`config.mk`:
```
export PLATFORM = sky130hd
export DESIGN_NAME = timer_capture_measurement
export DESIGN_NICKNAME = d
export VERILOG_FILES = /design/src/hdl/capture_pkg.sv /design/src/hdl/timer_capture_measurement.sv
export SDC_FILE = /design/constraint.sdc
export NUM_CORES = 1
export LEC_CHECK = 0
export BUFFER_PORTS_ARGS = -buffer_cell sky130_fd_sc_hd__buf_2
export CORE_ASPECT_RATIO = 0.9
export CORE_MARGIN = 2
export CORE_UTILIZATION = 56
export DETAILED_ROUTE_END_ITERATION = 8
export PLACE_DENSITY = 0.93
export SLEW_MARGIN = 5
export SYNTH_ARGS = -nofsm -noshare
export SYNTH_HDL_FRONTEND = slang
export SYNTH_SLANG_ARGS = --single-unit
```
`constraint.sdc`:
```
create_clock -name clk_sys_in -period 3.16 [get_ports clk_sys_in]
set_clock_uncertainty 0.15 [all_clocks]
set_input_delay 0.316 -clock clk_sys_in [delete_from_list [all_inputs] [get_ports clk_sys_in]]
set_output_delay 0.316 -clock clk_sys_in [all_outputs]
set_load 0.01 [all_outputs]
```
`src/hdl/capture_pkg.sv`:
```
// Functional notes
// (RULE1) event mode counts capture input 0 rising edges
// (RULE2) mode 11: window output edges load captures
// (RULE3) 16-bit counter, seen only through captures
// (RULE4) free-run counts prescaler clock, no match clear
// (RULE5) pulse-width mode: input 0 rise/fall captures
// (RULE6) capture 1 load raises interrupt 1 if enabled
// (RULE7) time-diff: input 0 rise loads capture 0
// (RULE8) time-diff: input 1 rise loads capture 1
// (RULE9) capture 0 load raises interrupt 0 if enabled
// (RULE10) window timer raises match interrupt for readout
// (RULE11) flip-flop toggles; control 00 toggle, 01 set, 10 clear
// (RULE12) captures hold until next edge; counter wraps
// (RULE13) inputs synchronized before edge detection
package capture_pkg;
	localparam int CNT_W = 16;
	localparam logic [CNT_W-1:0] CNT_RESET = 16'h0000;
	localparam logic [CNT_W-1:0] CNT_ONE = 16'h0001;
	localparam logic [1:0] CPM_OFF = 2'h0;
	localparam logic [1:0] CPM_IN0_RISE_FALL = 2'h1;
	localparam logic [1:0] CPM_IN_RISE = 2'h2;
	localparam logic [1:0] CPM_WINDOW = 2'h3;
	localparam logic [1:0] FFC_TOGGLE = 2'h0;
	localparam logic [1:0] FFC_SET = 2'h1;
	localparam logic [1:0] FFC_CLEAR = 2'h2;
	localparam logic FF_RESET = 1'b0;
	typedef enum logic [1:0] {
		CLK_PRESCALER = 2'h0,
		CLK_EVENT = 2'h1
	} count_src_t;
endpackage : capture_pkg

```
`src/hdl/timer_capture_measurement.sv`:
```
`timescale 1ns/1ps
module timer_capture_measurement import capture_pkg::*; (
	input wire logic clk_sys_in,
	input wire logic rst_in,
	input wire logic run_in,
	input wire logic event_mode_in,
	input wire logic prescale_tick_in,
	input wire logic [1:0] capture_mode_field_in,
	input wire logic capture_input_0_in,
	input wire logic capture_input_1_in,
	input wire logic window_timer_output_in,
	input wire logic window_timer_match_in,
	input wire logic int_en_0_in,
	input wire logic int_en_1_in,
	input wire logic ff_write_in,
	input wire logic [1:0] ff_control_in,
	input wire logic ff_toggle_cap0_en_in,
	input wire logic ff_toggle_cap1_en_in,
	input wire logic compare_match_in,
	input wire logic ff_toggle_match_en_in,
	output logic [CNT_W-1:0] capture_register_0_out,
	output logic [CNT_W-1:0] capture_register_1_out,
	output logic capture_interrupt_0_out,
	output logic capture_interrupt_1_out,
	output logic window_timer_match_interrupt_out,
	output logic timer_flip_flop_out
);
	// ------------------------------------------------
	// input synchronizers and edge detect
	// ------------------------------------------------
	logic [2:0] sync_a_ff;
	logic [2:0] sync_b_ff;
	logic [2:0] in_raw;
	logic [2:0] in_prev_ff;
	logic [2:0] rise;
	logic [2:0] fall;
	assign in_raw = {window_timer_output_in, capture_input_1_in, capture_input_0_in};
	always_ff @(posedge clk_sys_in) begin
		if (rst_in) begin
			sync_a_ff <= 3'h0;
			sync_b_ff <= 3'h0;
			in_prev_ff <= 3'h0;
		end else begin
			sync_a_ff <= in_raw; // see (RULE13)
			sync_b_ff <= sync_a_ff;
			in_prev_ff <= sync_b_ff;
		end
	end
	assign rise = sync_b_ff & ~in_prev_ff; // see (RULE13)
	assign fall = ~sync_b_ff & in_prev_ff;
	// ------------------------------------------------
	// up counter
	// ------------------------------------------------
	logic [CNT_W-1:0] up_counter_ff;
	logic count_step;
	count_src_t src;
	assign src = event_mode_in ? CLK_EVENT : CLK_PRESCALER;
	always_comb begin
		case (src)
			CLK_EVENT: count_step = rise[0]; // see (RULE1)
			CLK_PRESCALER: count_step = prescale_tick_in; // see (RULE4)
			default: count_step = 1'b0;
		endcase
	end
	always_ff @(posedge clk_sys_in) begin
		if (rst_in) begin
			up_counter_ff <= CNT_RESET;
		end else if (run_in && count_step) begin
			up_counter_ff <= up_counter_ff + CNT_ONE; // see (RULE3) (RULE12)
		end
	end
	// ------------------------------------------------
	// capture triggers
	// ------------------------------------------------
	logic load0;
	logic load1;
	always_comb begin
		case (capture_mode_field_in)
			CPM_IN0_RISE_FALL: begin
				load0 = rise[0]; // see (RULE5)
				load1 = fall[0];
			end
			CPM_IN_RISE: begin
				load0 = rise[0]; // see (RULE7)
				load1 = rise[1]; // see (RULE8)
			end
			CPM_WINDOW: begin
				load0 = rise[2]; // see (RULE2)
				load1 = fall[2];
			end
			default: begin
				load0 = 1'b0;
				load1 = 1'b0;
			end
		endcase
	end
	always_ff @(posedge clk_sys_in) begin
		if (rst_in) begin
			capture_register_0_out <= CNT_RESET;
		end else if (load0) begin
			capture_register_0_out <= up_counter_ff; // see (RULE12)
		end
	end
	always_ff @(posedge clk_sys_in) begin
		if (rst_in) begin
			capture_register_1_out <= CNT_RESET;
		end else if (load1) begin
			capture_register_1_out <= up_counter_ff; // see (RULE3)
		end
	end
	// ------------------------------------------------
	// interrupts
	// ------------------------------------------------
	always_ff @(posedge clk_sys_in) begin
		if (rst_in) begin
			capture_interrupt_0_out <= 1'b0;
			capture_interrupt_1_out <= 1'b0;
			window_timer_match_interrupt_out <= 1'b0;
		end else begin
			capture_interrupt_0_out <= load0 && int_en_0_in; // see (RULE9)
			capture_interrupt_1_out <= load1 && int_en_1_in; // see (RULE6)
			window_timer_match_interrupt_out <= window_timer_match_in; // see (RULE10)
		end
	end
	// ------------------------------------------------
	// timer flip-flop
	// ------------------------------------------------
	logic ff_trig;
	assign ff_trig = (compare_match_in && ff_toggle_match_en_in) ||
		(load0 && ff_toggle_cap0_en_in) || (load1 && ff_toggle_cap1_en_in);
	always_ff @(posedge clk_sys_in) begin
		if (rst_in) begin
			timer_flip_flop_out <= FF_RESET;
		end else if (ff_write_in && ff_control_in == FFC_SET) begin
			timer_flip_flop_out <= 1'b1; // see (RULE11)
		end else if (ff_write_in && ff_control_in == FFC_CLEAR) begin
			timer_flip_flop_out <= 1'b0; // see (RULE11)
		end else if ((ff_write_in && ff_control_in == FFC_TOGGLE) ^ ff_trig) begin
			timer_flip_flop_out <= ~timer_flip_flop_out; // see (RULE11)
		end
	end
endmodule : timer_capture_measurement

```
==> results by group <==
Outcome
  • Status: finished clean

Logic synthesis
  • Largest area contributor in the netlist: dfxtp_1
  • Number of register bits inferred by synthesis: 61
  • Netlist cell types: 33
  • Mapped cell area: 2370 sq um
  • Register area share after synthesis: 51.5%
  • Post-synth top area share: 51.5%
  • Ys Warns: 0
  • Syn Inst Count: 246
  • Largest cells by area after synthesis: dfxtp_1, mux2i_1, nor2_1
  • Post-Syn Nets: 271
  • Synthesized area per cell: 9.64 sq um

Finish
  • Register area: 1220 sq um
  • Multi-input logic area: 1080 sq um
  • Most frequent cells in the layout: dfxtp_1, buf_2, nor2_1, mux2i_1, nand2_1
  • Area Growth Syn to Fin: 19.7%
  • Share of layout cells above drive strength 1: 24.5%
  • Layout filler cell count: 303
  • Commonest non-fill, non-tap cell in the layout: dfxtp_1
  • Fin nets: 327
  • Fin util: 69.7%
  • Diode count: 0

Floorplanning
  • Chip Width: 72.6 um
  • DIE AREA: 4770 sq um
  • IO Pins: 56
  • Initial Util: 58.2%
  • Core Footprint: 4070 sq um
  • Placement Rows: 22
  • Chip height: 65.7 um

Power and ir drop
  • VDD IR max: 332 uV
  • Pwr dens: 501 nW/um^2
  • Leakage: 1.38 nW

Global route
  • Vias in the first global route: 1828
  • Largest net degree at the start of global routing: 43
  • First-pass GRT wire length: 7970 um
  • Global Route met1 Usage: 24.8%
  • Total track usage: 22.6%
  • GRT busiest layer: met2
  • Grt total ovfl: 0
  • Initial antenna violation count: 0
  • GR Util met3: 9.51%
  • GRT met2 Usage: 37.2%

Clocking
  • TritonCTS Buffers: 9
  • Clock-pin slew on the worst setup and hold paths: 60 ps
  • Latest clock arrival within the worst-skew pair: 330 ps
  • Setup bufs post-CTS: 0
  • Root buffer cell: clkbuf_8
  • CTS sink cnt: 61
  • CTS resizes: 0
  • Hold Buf Count CTS: 0
  • CTS tree: built
  • CTS max path bufs: 2
  • CTS H-tree lvls: 3

STA
  • Total negative slack: 0 ps
  • Fin. Hold Viols: 0
  • Achievable Freq: 482 MHz
  • Endpoints failing setup: 0
  • RSZ-0062 raised after global routing: false
  • Fin crit period: 2070 ps
  • Final Max Slew Viols: 0
  • Part of the cycle the worst path needs: 65.6%
  • Worst Max-Slew Pin Slew: 767 ps
  • Rel. slew slack: 48.8%

Hold path
  • Hold Crit Class: primary input to flip-flop
  • Hold_sp: capture_input_0_in

Worst setup path
  • Reg2reg start: sync_b_ff[0]$_SDFF_PP0_
  • Crit. End Element: flip-flop
  • CP Buf/Inv Count: 3
  • Critical path arrival: 2140 ps
  • Crit-path max cell delay: 320 ps
  • CP delay by family, top: buffers and inverters
  • R2R setup slack: 1170 ps
  • Worst endpoint required time: 3230 ps
  • Crit path max fanout: 12
  • WS Path Type: primary input to flip-flop
  • Worst path slowest cell: mux2_1
  • Worst path cell trace: buf_2, inv_1, ha_1, and4bb_1, a311oi_4, buf_4, o211ai_2, xor2_1, mux2_1
  • Crit. Startpoint: capture_mode_field_in[0]
  • CP Launch Type: primary input

Placed design
  • IO Port Bufs: 55
  • Global placement routability congestion: 0.827
  • Placed wire-length estimate: 3440 um

Detailed routing
  • Via density: 5.41
  • WL per Instance: 13.8 um
  • Post-Route WL: 4890 um
  • Vias: 1916
  • DRC Markers: 0
  • TritonRoute pass-1 iters: 4
  • Post-DRT Antenna Nets: 0
  • Initial detailed-routing violation count: 122

Flow run
  • Max cap viols: 0
## logic make-up after synthesis
group	share of synthesized area, %
muxes	8.92
xor gates and xnor gates	5.17
DFF	51.5
buffers and inverters	3.38
AOI/OAI and AO/OA	9.18
and+or+nand+nor	19.2
adders and majority gates	2.64
## state kept, by name, summed over array words and instances (netlist names)
name and count:
up_counter_ff 16, sync_b_ff 3, in_prev_ff 3, window_timer_match_interrupt_out 1, timer_flip_flop_out 1, capture_interrupt_0_out 1, capture_register_0_out 16, capture_register_1_out 16
capture_interrupt_1_out 1, sync_a_ff 3
## path summary, 6_finish.rpt
check,endpoint,cells after the start
max,timer_flip_flop_out$_SDFFE_PP0P_,9
min,sync_a_ff[0]$_SDFF_PP0_,2
max reg2reg,timer_flip_flop_out$_SDFFE_PP0P_,6
min reg2reg,sync_b_ff[1]$_SDFF_PP0_,1
## Yosys cell counts
cell,n
a21oi_1,16
a311oi_2,1
and2_1,1
and3_1,3
and3b_1,1
and4_1,1
and4bb_1,2
and4bb_2,2
buf_1,1
buf_2,1
buf_4,1
buf_6,1
clkbuf_1,9
dfxtp_1,61
ha_1,5
inv_1,5
mux2_1,1
mux2i_1,20
nand2_1,20
nand3_1,3
nand4_1,5
nor2_1,35
nor2_2,1
nor2b_1,11
nor3b_1,3
o2111a_1,2
o211ai_2,1
o21a_1,1
o21ai_0,5
o21ai_1,11
or3_1,2
xnor2_1,3
xor2_1,11
## through the flow
step	area, sq um	setup WS, ps	std cells	total power, mW	hold slack [ps]
floorplan	2370	1140	246	0.843	264
global placement	2680	852	339	0.864	266
detailed placement	2680	742	339	0.867	288
CTS	2840	1090	354	1.44	24.7
global route	2840	1010	354	1.48	40.0
finish	2840	1090	354	1.42	41.9
## layer usage
layer | part of all wire, % | wire length (um)
met1 | 41 | 2030
met2 | 49 | 2410
met3 | 6.6 | 323
met4 | 2.6 | 129
met5 | 0 | 0
## final cells by class
class | count | share of cell area [%]
clock buffer | 13 | 5.25
inverter | 5 | 0.661
tap | 48 | 2.12
sequential | 61 | 43.0
timing repair buffer | 58 | 10.5
multi-input combinational | 167 | 38.1
clock inverter | 2 | 0.353
## power by group
group	internal [mW]	switching (mW)	total (mW)
registers	0.778	0.00524	0.783
clock network	0.299	0.272	0.571
logic	0.0290	0.0374	0.0664
total	1.11	0.314	1.42
(Power assumes the default switching activity.)
